==> src/include/ctp_regs.svh <==
// Register offsets, field positions, reset values and timing counts of the transmit packer
`ifndef CTP_REGS_SVH
`define CTP_REGS_SVH

`define CTP_NCH          2
`define CTP_NSIG         4
`define CTP_CLK_NS       50
`define CTP_TICK_NS      1000000
`define CTP_MS_CYCLES    (`CTP_TICK_NS / `CTP_CLK_NS)
`define CTP_DIV_STEPS    6'h21

`define CTP_OFF_MSG      6'h00
`define CTP_OFF_RATE     6'h04
`define CTP_OFF_SCFG     6'h10
`define CTP_OFF_SRES     6'h20
`define CTP_OFF_SOFF     6'h30
`define CTP_OFF_CTRL     12'h100
`define CTP_OFF_STATUS   12'h104

`define CTP_MSG_PGN_LSB  0
`define CTP_MSG_PRIO_LSB 16
`define CTP_MSG_DEST_LSB 24
`define CTP_SCFG_SRC_LSB 0
`define CTP_SCFG_NUM_LSB 2
`define CTP_SCFG_SZ_LSB  4
`define CTP_SCFG_BYT_LSB 8
`define CTP_SCFG_BIT_LSB 12
`define CTP_CTRL_OWN_LSB 0
`define CTP_CTRL_MSK_LSB 8
`define CTP_CTRL_MEN_BIT 16
`define CTP_STAT_CNT_LSB 0
`define CTP_STAT_LVL_LSB 16
`define CTP_STAT_BSY_BIT 19

`define CTP_PGN_RST      16'hFF00
`define CTP_RATE_RST     16'h03E8
`define CTP_PRIO_RST     3'h6
`define CTP_DEST_RST     8'hFE
`define CTP_RES_RST      17'h00001
`define CTP_OFF_RST      32'h00000000
`define CTP_OWN_RST      8'h81
`define CTP_MSK_RST      8'h80
`define CTP_SCALE_LIM    17'h186A0
`define CTP_PDU2_PF      8'hF0

`define CTP_SIZE_NONE    3'h0
`define CTP_SIZE_1BIT    3'h1
`define CTP_SIZE_2BIT    3'h2
`define CTP_SIZE_4BIT    3'h3
`define CTP_SIZE_1BYTE   3'h4
`define CTP_SIZE_2BYTE   3'h5
`define CTP_SIZE_4BYTE   3'h6

`endif

==> src/include/ctp_pkg.sv <==
// Types shared by the transmit packer
`default_nettype none
package ctp_pkg;
  typedef enum logic [2:0] {ST_IDLE, ST_LOAD, ST_DIV, ST_INS, ST_PUSH} ctp_state_t;
  typedef logic [92:0] ctp_frame_t;
  typedef logic [2:0]  ctp_size_t;
endpackage
`default_nettype wire

==> src/hw/ctp_packer.sv <==
// Transmit packer: APB setpoints, millisecond scheduler, scaler, payload builder and frame FIFO
//
// The APB register port and the register offsets were chosen for this implementation.
`include "ctp_regs.svh"
`default_nettype none

module ctp_fifo #(
  parameter int W = 8,
  parameter int D = 4
) (
  // Clock and reset
  input  wire logic                   clk,
  input  wire logic                   rst_n,
  // Filling side
  input  wire logic                   in_valid,
  output logic                        in_ready,
  input  wire logic [W-1:0]           in_data,
  // Draining side
  output logic                        out_valid,
  input  wire logic                   out_ready,
  output logic [W-1:0]                out_data,
  output logic [$clog2(D+1)-1:0]      level
);
  localparam int AW = $clog2(D);
  localparam int LW = $clog2(D + 1);
  logic [W-1:0]  mem [D];
  logic [AW-1:0] wr_ptr;
  logic [AW-1:0] rd_ptr;
  wire           push = in_valid && in_ready;
  wire           pop  = out_valid && out_ready;

  assign in_ready  = level != LW'(D);
  assign out_valid = level != '0;
  assign out_data  = mem[rd_ptr];

  always_ff @(posedge clk)
  begin
    if (push)
      mem[wr_ptr] <= in_data;
  end

  always_ff @(posedge clk or negedge rst_n)
  begin
    if (!rst_n)
    begin
      wr_ptr <= '0;
      rd_ptr <= '0;
      level  <= '0;
    end
    else
    begin
      if (push)
        wr_ptr <= (wr_ptr == AW'(D - 1)) ? '0 : wr_ptr + 1'b1;
      if (pop)
        rd_ptr <= (rd_ptr == AW'(D - 1)) ? '0 : rd_ptr + 1'b1;
      level <= level + LW'(push) - LW'(pop);
    end
  end
endmodule

module ctp_packer #(
  parameter int MS_CYCLES = `CTP_MS_CYCLES
) (
  // Clock and reset
  input  wire logic                   pclk,
  input  wire logic                   presetn,
  // APB slave
  input  wire logic                   psel,
  input  wire logic                   penable,
  input  wire logic                   pwrite,
  input  wire logic [11:0]            paddr,
  input  wire logic [31:0]            pwdata,
  output logic [31:0]                 prdata,
  output logic                        pready,
  output logic                        pslverr,
  // Signal sources, sixteen 32-bit values indexed by {source, instance}
  input  wire logic [511:0]           src_values,
  // Frame output towards the CAN controller
  output logic                        tx_valid,
  input  wire logic                   tx_ready,
  output logic [28:0]                 tx_id,
  output logic [63:0]                 tx_data
);
  import ctp_pkg::*;

  localparam int NCH = `CTP_NCH;

  // Setpoints
  logic [15:0]        pgn      [NCH];
  logic [2:0]         prio     [NCH];
  logic [7:0]         dest     [NCH];
  logic [15:0]        rate     [NCH];
  logic [14:0]        sig_cfg  [NCH][`CTP_NSIG];
  logic [16:0]        sig_res  [NCH][`CTP_NSIG];
  logic signed [31:0] sig_off  [NCH][`CTP_NSIG];
  logic [7:0]         own_addr;
  logic [7:0]         mask_src;
  logic               mask_en;

  // APB decode; answer is registered during setup so pready comes from a flip-flop
  wire        setup    = psel && !penable;
  wire        wr_en    = psel && penable && pready && pwrite && !pslverr;
  wire        in_ch    = paddr[11:7] == 5'h00 && paddr[1:0] == 2'h0;
  wire        ch_sel   = paddr[6];
  wire [5:0]  loc      = paddr[5:0];
  wire [1:0]  rsig     = loc[3:2];
  wire [5:0]  kind     = {loc[5:4], 4'h0};
  wire        hit_msg  = in_ch && loc == `CTP_OFF_MSG;
  wire        hit_rate = in_ch && loc == `CTP_OFF_RATE;
  wire        hit_sig  = in_ch && loc[5:4] != 2'h0;
  wire        hit_ctrl = paddr == `CTP_OFF_CTRL;
  wire        hit_stat = paddr == `CTP_OFF_STATUS;
  wire        rd_hit   = hit_msg || hit_rate || hit_sig || hit_ctrl || hit_stat;
  logic [15:0] sent_cnt;
  logic [2:0]  fifo_level;
  ctp_state_t  st;
  wire [31:0] msg_word = {dest[ch_sel], 5'h00, prio[ch_sel], pgn[ch_sel]};
  wire [31:0] sig_word = (kind == `CTP_OFF_SCFG) ? {17'h0, sig_cfg[ch_sel][rsig]} :
                         (kind == `CTP_OFF_SRES) ? {15'h0, sig_res[ch_sel][rsig]} : sig_off[ch_sel][rsig];
  wire [31:0] ctrl_word = {15'h0000, mask_en, mask_src, own_addr};
  wire [31:0] stat_word = {12'h000, st != ST_IDLE, fifo_level, sent_cnt};
  wire [31:0] rd_word  = hit_msg  ? msg_word : hit_rate ? {16'h0000, rate[ch_sel]} :
                         hit_sig  ? sig_word : hit_ctrl ? ctrl_word : hit_stat ? stat_word : 32'h00000000;

  // Scaling constants are clamped on write, so the datapath never sees out-of-range values
  wire signed [31:0] wsig   = pwdata;
  wire signed [31:0] lim_p  = {15'h0000, `CTP_SCALE_LIM};
  wire signed [31:0] lim_n  = -lim_p;
  wire [16:0]        res_cl = (pwdata > {15'h0000, `CTP_SCALE_LIM}) ? `CTP_SCALE_LIM :
                              (pwdata == 32'h00000000) ? `CTP_RES_RST : pwdata[16:0];
  wire [31:0]        off_cl = (wsig > lim_p) ? lim_p : (wsig < lim_n) ? lim_n : wsig;

  always_ff @(posedge pclk or negedge presetn)
  begin
    if (!presetn)
    begin
      pready  <= 1'b0;
      pslverr <= 1'b0;
      prdata  <= 32'h00000000;
    end
    else
    begin
      pready <= setup;
      if (setup)
      begin
        prdata  <= rd_word;
        pslverr <= !rd_hit;
      end
    end
  end

  always_ff @(posedge pclk or negedge presetn)
  begin
    if (!presetn)
    begin
      own_addr <= `CTP_OWN_RST;
      mask_src <= `CTP_MSK_RST;
      mask_en  <= 1'b0;
    end
    else if (wr_en && hit_ctrl)
    begin
      own_addr <= pwdata[`CTP_CTRL_OWN_LSB +: 8];
      mask_src <= pwdata[`CTP_CTRL_MSK_LSB +: 8];
      mask_en  <= pwdata[`CTP_CTRL_MEN_BIT];
    end
  end

  // Millisecond tick; the count is a parameter so a bench can shorten it
  logic [31:0] tick_cnt;
  logic        ms_tick;
  always_ff @(posedge pclk or negedge presetn)
  begin
    if (!presetn)
    begin
      tick_cnt <= 32'h00000000;
      ms_tick  <= 1'b0;
    end
    else
    begin
      ms_tick  <= tick_cnt == 32'(MS_CYCLES - 1);
      tick_cnt <= (tick_cnt == 32'(MS_CYCLES - 1)) ? 32'h00000000 : tick_cnt + 32'h00000001;
    end
  end

  // Effective interval: the lowest channel with the same PGN wins
  logic [15:0] eff_rate [NCH];
  always_comb
  begin
    for (int c = 0; c < NCH; c++)
    begin
      eff_rate[c] = rate[c];
      for (int j = c - 1; j >= 0; j--)
        if (pgn[j] == pgn[c])
          eff_rate[c] = rate[j];
    end
  end

  logic [NCH-1:0] expire;
  logic [NCH-1:0] pend;
  logic [NCH-1:0] take;
  logic [15:0]    tcnt [NCH];

  genvar c, s;
  generate
    for (c = 0; c < NCH; c++)
    begin : g_ch
      wire ch_wr = wr_en && in_ch && ch_sel == 1'(c);
      assign expire[c] = ms_tick && eff_rate[c] != 16'h0000 && tcnt[c] >= eff_rate[c] - 16'h0001;
      always_ff @(posedge pclk or negedge presetn)
      begin
        if (!presetn)
        begin
          pgn[c]  <= `CTP_PGN_RST + 16'(c);
          prio[c] <= `CTP_PRIO_RST;
          dest[c] <= `CTP_DEST_RST;
          rate[c] <= `CTP_RATE_RST;
          tcnt[c] <= 16'h0000;
        end
        else
        begin
          if (ch_wr && hit_msg)
          begin
            pgn[c]  <= pwdata[`CTP_MSG_PGN_LSB +: 16];
            prio[c] <= pwdata[`CTP_MSG_PRIO_LSB +: 3];
            dest[c] <= pwdata[`CTP_MSG_DEST_LSB +: 8];
          end
          if (ch_wr && hit_rate)
            rate[c] <= pwdata[15:0];
          if (ms_tick)
            tcnt[c] <= expire[c] || eff_rate[c] == 16'h0000 ? 16'h0000 : tcnt[c] + 16'h0001;
        end
      end
      for (s = 0; s < `CTP_NSIG; s++)
      begin : g_sig
        wire s_wr = ch_wr && hit_sig && rsig == 2'(s);
        always_ff @(posedge pclk or negedge presetn)
        begin
          if (!presetn)
          begin
            sig_cfg[c][s] <= 15'h0000;
            sig_res[c][s] <= `CTP_RES_RST;
            sig_off[c][s] <= `CTP_OFF_RST;
          end
          else if (s_wr)
          begin
            if (kind == `CTP_OFF_SCFG)
              sig_cfg[c][s] <= pwdata[14:0];
            if (kind == `CTP_OFF_SRES)
              sig_res[c][s] <= res_cl;
            if (kind == `CTP_OFF_SOFF)
              sig_off[c][s] <= off_cl;
          end
        end
      end
    end
  endgenerate

  // Frame builder
  logic [0:0]  cur_ch;
  logic [1:0]  sidx;
  logic [63:0] payload;
  logic [32:0] quo;
  logic [17:0] rem;
  logic        neg;
  logic [5:0]  div_cnt;
  wire         fifo_in_ready;
  wire         start = st == ST_IDLE && pend != '0;
  wire [0:0]   low_ch = pend[0] ? 1'b0 : 1'b1;
  assign take = start ? (NCH'(1) << low_ch) : '0;

  wire [14:0]        cur_cfg  = sig_cfg[cur_ch][sidx];
  wire [16:0]        cur_res  = sig_res[cur_ch][sidx];
  wire signed [31:0] cur_off  = sig_off[cur_ch][sidx];
  wire [1:0]         cur_src  = cur_cfg[`CTP_SCFG_SRC_LSB +: 2];
  wire [3:0]         cur_slot = {cur_src, cur_cfg[`CTP_SCFG_NUM_LSB +: 2]};
  wire ctp_size_t    cur_size = cur_cfg[`CTP_SCFG_SZ_LSB +: 3];
  wire [2:0]         cur_byte = cur_cfg[`CTP_SCFG_BYT_LSB +: 3];
  wire [2:0]         cur_bit  = cur_cfg[`CTP_SCFG_BIT_LSB +: 3];
  wire [31:0]        cur_val  = src_values[{cur_slot, 5'h00} +: 32];
  wire [5:0]         cur_w    = (cur_size == `CTP_SIZE_1BIT)  ? 6'h01 : (cur_size == `CTP_SIZE_2BIT)  ? 6'h02 :
                                (cur_size == `CTP_SIZE_4BIT)  ? 6'h04 : (cur_size == `CTP_SIZE_1BYTE) ? 6'h08 :
                                (cur_size == `CTP_SIZE_2BYTE) ? 6'h10 : (cur_size == `CTP_SIZE_4BYTE) ? 6'h20 :
                                6'h00;
  wire               sig_used = cur_src != 2'h0 && cur_w != 6'h00;
  wire [63:0]        cur_mask = (64'h1 << cur_w) - 64'h1;
  wire [5:0]         cur_pos  = {cur_byte, 3'h0} + ((cur_w < 6'h08) ? {3'h0, cur_bit} : 6'h00);
  wire signed [32:0] cur_diff = $signed({cur_val[31], cur_val}) - $signed({cur_off[31], cur_off});
  wire [32:0]        cur_mag  = cur_diff[32] ? 33'(-cur_diff) : cur_diff;
  wire [17:0]        rem_sh   = {rem[16:0], quo[32]};
  wire               rem_ge   = rem_sh >= {1'b0, cur_res};
  wire [63:0]        quo_w    = {31'h00000000, quo};
  wire [63:0]        field    = neg ? 64'h0 : (quo_w > cur_mask) ? cur_mask : quo_w;
  wire [63:0]        ins_pay  = (payload & ~(cur_mask << cur_pos)) | (field << cur_pos);

  // Identifier: priority, EDP and DP zero, PF, PS, source address
  wire [7:0]  cur_pf = pgn[cur_ch][15:8];
  wire        pdu1   = cur_pf < `CTP_PDU2_PF;
  wire [7:0]  cur_ps = pdu1 ? dest[cur_ch] : pgn[cur_ch][7:0];
  wire [7:0]  cur_sa = mask_en ? mask_src : own_addr;
  wire [28:0] cur_id = {prio[cur_ch], 2'b00, cur_pf, cur_ps, cur_sa};
  wire ctp_frame_t fifo_in_data = {cur_id, payload};
  wire        fifo_in_valid = st == ST_PUSH;

  always_ff @(posedge pclk or negedge presetn)
  begin
    if (!presetn)
      pend <= '0;
    else
      pend <= (pend & ~take) | expire;
  end

  always_ff @(posedge pclk or negedge presetn)
  begin
    if (!presetn)
    begin
      st       <= ST_IDLE;
      cur_ch   <= 1'b0;
      sidx     <= 2'h0;
      payload  <= 64'hFFFFFFFFFFFFFFFF;
      quo      <= 33'h0;
      rem      <= 18'h0;
      neg      <= 1'b0;
      div_cnt  <= 6'h00;
      sent_cnt <= 16'h0000;
    end
    else
    begin
      case (st)
        ST_IDLE:
          if (start)
          begin
            cur_ch  <= low_ch;
            sidx    <= 2'h0;
            payload <= 64'hFFFFFFFFFFFFFFFF;
            st      <= ST_LOAD;
          end
        ST_LOAD:
          if (sig_used)
          begin
            quo     <= cur_mag;
            rem     <= 18'h0;
            neg     <= cur_diff[32];
            div_cnt <= `CTP_DIV_STEPS;
            st      <= ST_DIV;
          end
          else if (sidx == 2'h3)
            st <= ST_PUSH;
          else
            sidx <= sidx + 2'h1;
        ST_DIV:
        begin
          rem     <= rem_ge ? rem_sh - {1'b0, cur_res} : rem_sh;
          quo     <= {quo[31:0], rem_ge};
          div_cnt <= div_cnt - 6'h01;
          if (div_cnt == 6'h01)
            st <= ST_INS;
        end
        ST_INS:
        begin
          payload <= ins_pay;
          sidx    <= sidx + 2'h1;
          st      <= (sidx == 2'h3) ? ST_PUSH : ST_LOAD;
        end
        ST_PUSH:
          if (fifo_in_ready)
          begin
            sent_cnt <= sent_cnt + 16'h0001;
            st       <= ST_IDLE;
          end
        default:
          st <= ST_IDLE;
      endcase
    end
  end

  // A full FIFO holds the builder in ST_PUSH; later expiries stay pending per channel
  wire             fifo_out_valid;
  wire ctp_frame_t fifo_out_data;
  wire             out_take = fifo_out_valid && (!tx_valid || tx_ready);
  ctp_fifo #(
    .W (93),
    .D (4)
  ) u_fifo (
    .clk       (pclk),
    .rst_n     (presetn),
    .in_valid  (fifo_in_valid),
    .in_ready  (fifo_in_ready),
    .in_data   (fifo_in_data),
    .out_valid (fifo_out_valid),
    .out_ready (!tx_valid || tx_ready),
    .out_data  (fifo_out_data),
    .level     (fifo_level)
  );

  always_ff @(posedge pclk or negedge presetn)
  begin
    if (!presetn)
    begin
      tx_valid <= 1'b0;
      tx_id    <= 29'h0;
      tx_data  <= 64'h0;
    end
    else if (!tx_valid || tx_ready)
    begin
      tx_valid <= fifo_out_valid;
      if (out_take)
        {tx_id, tx_data} <= fifo_out_data;
    end
  end
endmodule

`default_nettype wire

==> config.mk <==
export PLATFORM = sky130hd
export DESIGN_NAME = ctp_packer
export DESIGN_NICKNAME = d
export VERILOG_FILES = /design/src/include/ctp_pkg.sv /design/src/hw/ctp_packer.sv
export VERILOG_INCLUDE_DIRS = /design/src /design/src/include
export SDC_FILE = /design/constraint.sdc
export NUM_CORES = 2
export LEC_CHECK = 0
export BUFFER_PORTS_ARGS = -buffer_cell sky130_fd_sc_hd__buf_2
export CELL_PAD_IN_SITES_DETAIL_PLACEMENT = 2
export CELL_PAD_IN_SITES_GLOBAL_PLACEMENT = 2
export CORE_MARGIN = 3
export CORE_UTILIZATION = 30
export DETAILED_ROUTE_END_ITERATION = 8
export GPL_TIMING_DRIVEN = 0
export PLACE_DENSITY = 0.74
export SETUP_SLACK_MARGIN = 0.15
export SYNTH_ARGS = -nofsm -noshare
export SYNTH_HDL_FRONTEND = slang
export SYNTH_SLANG_ARGS = --single-unit
==> constraint.sdc <==
create_clock -name pclk -period 8.7 [get_ports pclk]
set_input_delay 1.74 -clock pclk [delete_from_list [all_inputs] [get_ports pclk]]
set_output_delay 1.74 -clock pclk [all_outputs]
set_load 0.01 [all_outputs]
==> results.sh <==
export IMPL_timing_reg2reg_setup_slack_ns=0.14
export IMPL_worst_path_max_fanout=13
export IMPL_top_ff_cell_synth="dfrtp_1"
export IMPL_synth_edff_count=364
export IMPL_ys_top_cells_by_count="893 x nand2_1, 836 x dfrtp_1, 622 x o21ai_0, 399 x mux2_2, 388 x mux4_2"
export IMPL_synth_sequential_area_ratio=0.470
export IMPL_cts_reportedPaths_clkPinSlew_ns=0.06
export IMPL_std_cell_rows=182
export IMPL_final_cells=10800
export IMPL_grt_start_max_net_pins=122
export IMPL_max_stage_delay_ns=0.89
export IMPL_global_route_overflow_total=0
export IMPL_drt_pass1_iterations=7
export IMPL_multiInputGateArea_um2=37400
export IMPL_detail_route_drc_violations=0
export IMPL_number_of_antenna_violations_at_the_first_check_in_global_routing=43
export IMPL_status="finished clean"
export IMPL_tightest_slew_ns=1.45
export IMPL_worstReg2RegEnd="quo[31]"
export IMPL_synthMostInstantiatedCell="nand2_1"
export IMPL_synth_cell_area_um2=74500
export IMPL_nNetsFinal=8078
export IMPL_postSynthCellCount=6537
export IMPL_fp_dieH_um=504
export IMPL_final_setup_worst_slack_ns=0.139
export IMPL_critical_path_startpoint_type="register"
export IMPL_port_buffers=677
export IMPL_finalHoldViolations=0
export IMPL_cts_sinks=1322
export IMPL_fmax_mhz=117
export IMPL_report_final_slew_viol_count=0
export IMPL_start_util=0.302
export IMPL_finalSetupViolations=0
export IMPL_synth_area_top_cells="dfrtp_1 28%, edfxtp_1 15%, mux4_2 12%"
export IMPL_core_area_um2=247000
export IMPL_place_area_um2=82500
export IMPL_yosysTopAreaCell="dfrtp_1"
export IMPL_worst_clk_skew_ns=0.0549
export IMPL_final_ant_viol_nets=0
export IMPL_cts_htree_levels=4
export IMPL_layout_worst_path_cycle_share=0.984
export IMPL_worst_path_max_delay_cell="buf_1"
export IMPL_drive_gt1_frac=0.268
export IMPL_dpl_worst_slack_ns=-2.06
export IMPL_reg2regPathDepth=28
export IMPL_clock_tree_buffer_depth=3
export IMPL_cell_count_after_placement=10500
export IMPL_tritoncts_clock_tree="yes"
export IMPL_critical_path_sink_type="register"
export IMPL_synth_top_cell_area_share=0.281
export IMPL_fillCellCount=26100
export IMPL_routed_via_density=5.87
export IMPL_layout_min_cycle_time_ns=8.56
export IMPL_ff_latch_area_um2=35100
export IMPL_vias=63600
export IMPL_dr_first_iter_drc_count=6269
export IMPL_power_per_cell_area_nw_per_um2=155
export IMPL_globalplace_congestion=1.02
export IMPL_worst_endpoint_required_ns=9.38
export IMPL_root_buffer="clkbuf_16"
export IMPL_postRouteWirelength_mm=372
export IMPL_synth_ff_latch_count=1322
export IMPL_timing_max_slew_rel_slack=0.0250
export IMPL_hold_path_class="register to register"
export IMPL_fin_total_pwr_mw=13.6
export IMPL_synth_async_sr_flop_share=0.725
export IMPL_setup_repair_after_global_routing_missed_its_margin="true"
export IMPL_insertion_delay_ns=0.83
export IMPL_syn_mean_instance_area_um2=11.4
export IMPL_detailedPlacementHpwl_mm=285
export IMPL_number_of_warnings_reported_in_the_yosys_synthesis_log=0
export IMPL_worst_path_class_setup="register to register"
export IMPL_worst_endpoint_arrival_ns=9.24
export IMPL_min_path_cells=2
export IMPL_holdCritStartpoint="prdata[14]"
export IMPL_tritoncts_num_buffers=147
export IMPL_io_pin_count=690
export IMPL_total_routing_usage_gr=0.285
export IMPL_ir_drop_mv=0.212
export IMPL_max_cap_viol_count=0
export IMPL_synth_distinct_cells=117
export IMPL_r2r_start="sidx[0]"
export IMPL_grt_pass1_vias=68400
export IMPL_min_to="prdata[14]"
export IMPL_avgRoutedWirePerCell_um=34.3
export IMPL_die_area_um2=254000
export IMPL_wire_length_of_the_first_global_routing_pass_mm=528
export IMPL_die_width_um=504
export IMPL_fin_area_um2=87700
export IMPL_flow_area_growth_from_synthesis_pct=17.7
export IMPL_power_static_leakage_nw=35.5
[registers in the layout, summed over array words and instances, names as in the netlist, 33 cells and up]
signal,flops
sig_off,256
quo,33
sig_cfg,120
tx_data,64
sig_res,136
u_fifo.mem,364
payload,64
[layer usage]
layer | global-route usage | routed length [um] | up-vias
met4 | 0.107 | 15700 | 8
met5 | 0 | 56 | -
met3 | 0.0442 | 23500 | 627
met2 | 0.453 | 172000 | 2547
met1 | 0.391 | 161000 | 34100
li1 | - | - | 26400
[worst max-delay path, delay by kind of cell, from the launching register on]
family,cells,cell delay [ns]
compound gates,10,3.01
fa+ha+maj,1,0.29
buf+inv,7,2.40
mux,2,0.72
simple gates,7,1.35
xor+xnor,1,0.22
flops,1,0.37
[worst max-delay path by stage]
stage,cells past startpoint,slack [ns],start,end
2_1_floorplan,25,2.11,cur_ch,quo[25]
3_3_place_gp,1,-16.06,presetn,tcnt[7]
3_5_place_dp,26,-2.06,sidx[0],quo[31]
4_1_cts,26,0.16,cur_ch,quo[25]
5_1_grt,28,-0.009,sidx[0],quo[31]
6_report,28,0.14,sidx[0],quo[31]
[power breakdown]
part	internal, mW	switching [mW]
Sequential	6.36	0.00477
Clock	3.59	2.85
Combinational	0.255	0.528
[through the flow]
stage | hold slack, ns | setup TNS, ns | utilization
3_3_place_gp | 0.458 | - | 0.333
2_1_floorplan | 0.438 | 0 | -
6_report | 0.484 | 0 | 0.356
5_1_grt | 0.502 | -0.00890 | 0.355
3_5_place_dp | 0.475 | -62.49 | 0.334
4_1_cts | 0.487 | 0 | 0.355
[timing repair]
item	in CTS	in global routing
resized for setup	54	36
pin swaps	0	1
buffers inserted	0	2
setup endpoints to repair	69	67
hold buffers	0	0
[area by class of cell]
cell class | count | share of cell area
Sequential cell | 1322 | 0.400
Antenna cell | 28 | 0.000799
Timing Repair Buffer | 693 | 0.0432
Clock buffer | 208 | 0.0471
Buffer | 474 | 0.0236
Clock inverter | 60 | 0.00798
Inverter | 79 | 0.00338
Multi-Input combinational cell | 4663 | 0.427
Tap cell | 3312 | 0.0473
[placed cells by master, fill, tap and decap left out, types with 31 or more instances in the layout]
cell type	instances
mux2_2	399
a311oi_1	53
nor3_1	114
a211oi_1	87
clkbuf_16	149
nor4_1	31
buf_1	59
mux4_2	388
dfrtp_1	836
ha_1	133
o21ai_1	34
xor2_1	82
xnor2_1	105
o21ai_0	621
dfstp_2	122
o211ai_1	41
nand4_1	35
o21a_1	33
inv_1	76
edfxtp_1	364
a21o_1	44
a21oi_1	211
o22ai_1	36
mux2i_1	313
a31oi_1	39
clkbuf_1	370
a22oi_1	71
buf_2	706
nand3_1	105
nor2_1	277
and2_1	86
nand2_1	893
[cells by family after synthesis]
logic type / count (synthesis) / share of synthesized area
AOI/OAI and AO/OA: 1540 / 0.132
and+or+nand+nor: 1688 / 0.101
muxes: 1110 / 0.221
buffers and inverters: 553 / 0.0304
adders and majority gates: 136 / 0.0231
xor gates and xnor gates: 187 / 0.0220
DFF: 1322 / 0.470
other: 1 / 0.0000503
Power figures use the tool's default switching activity.
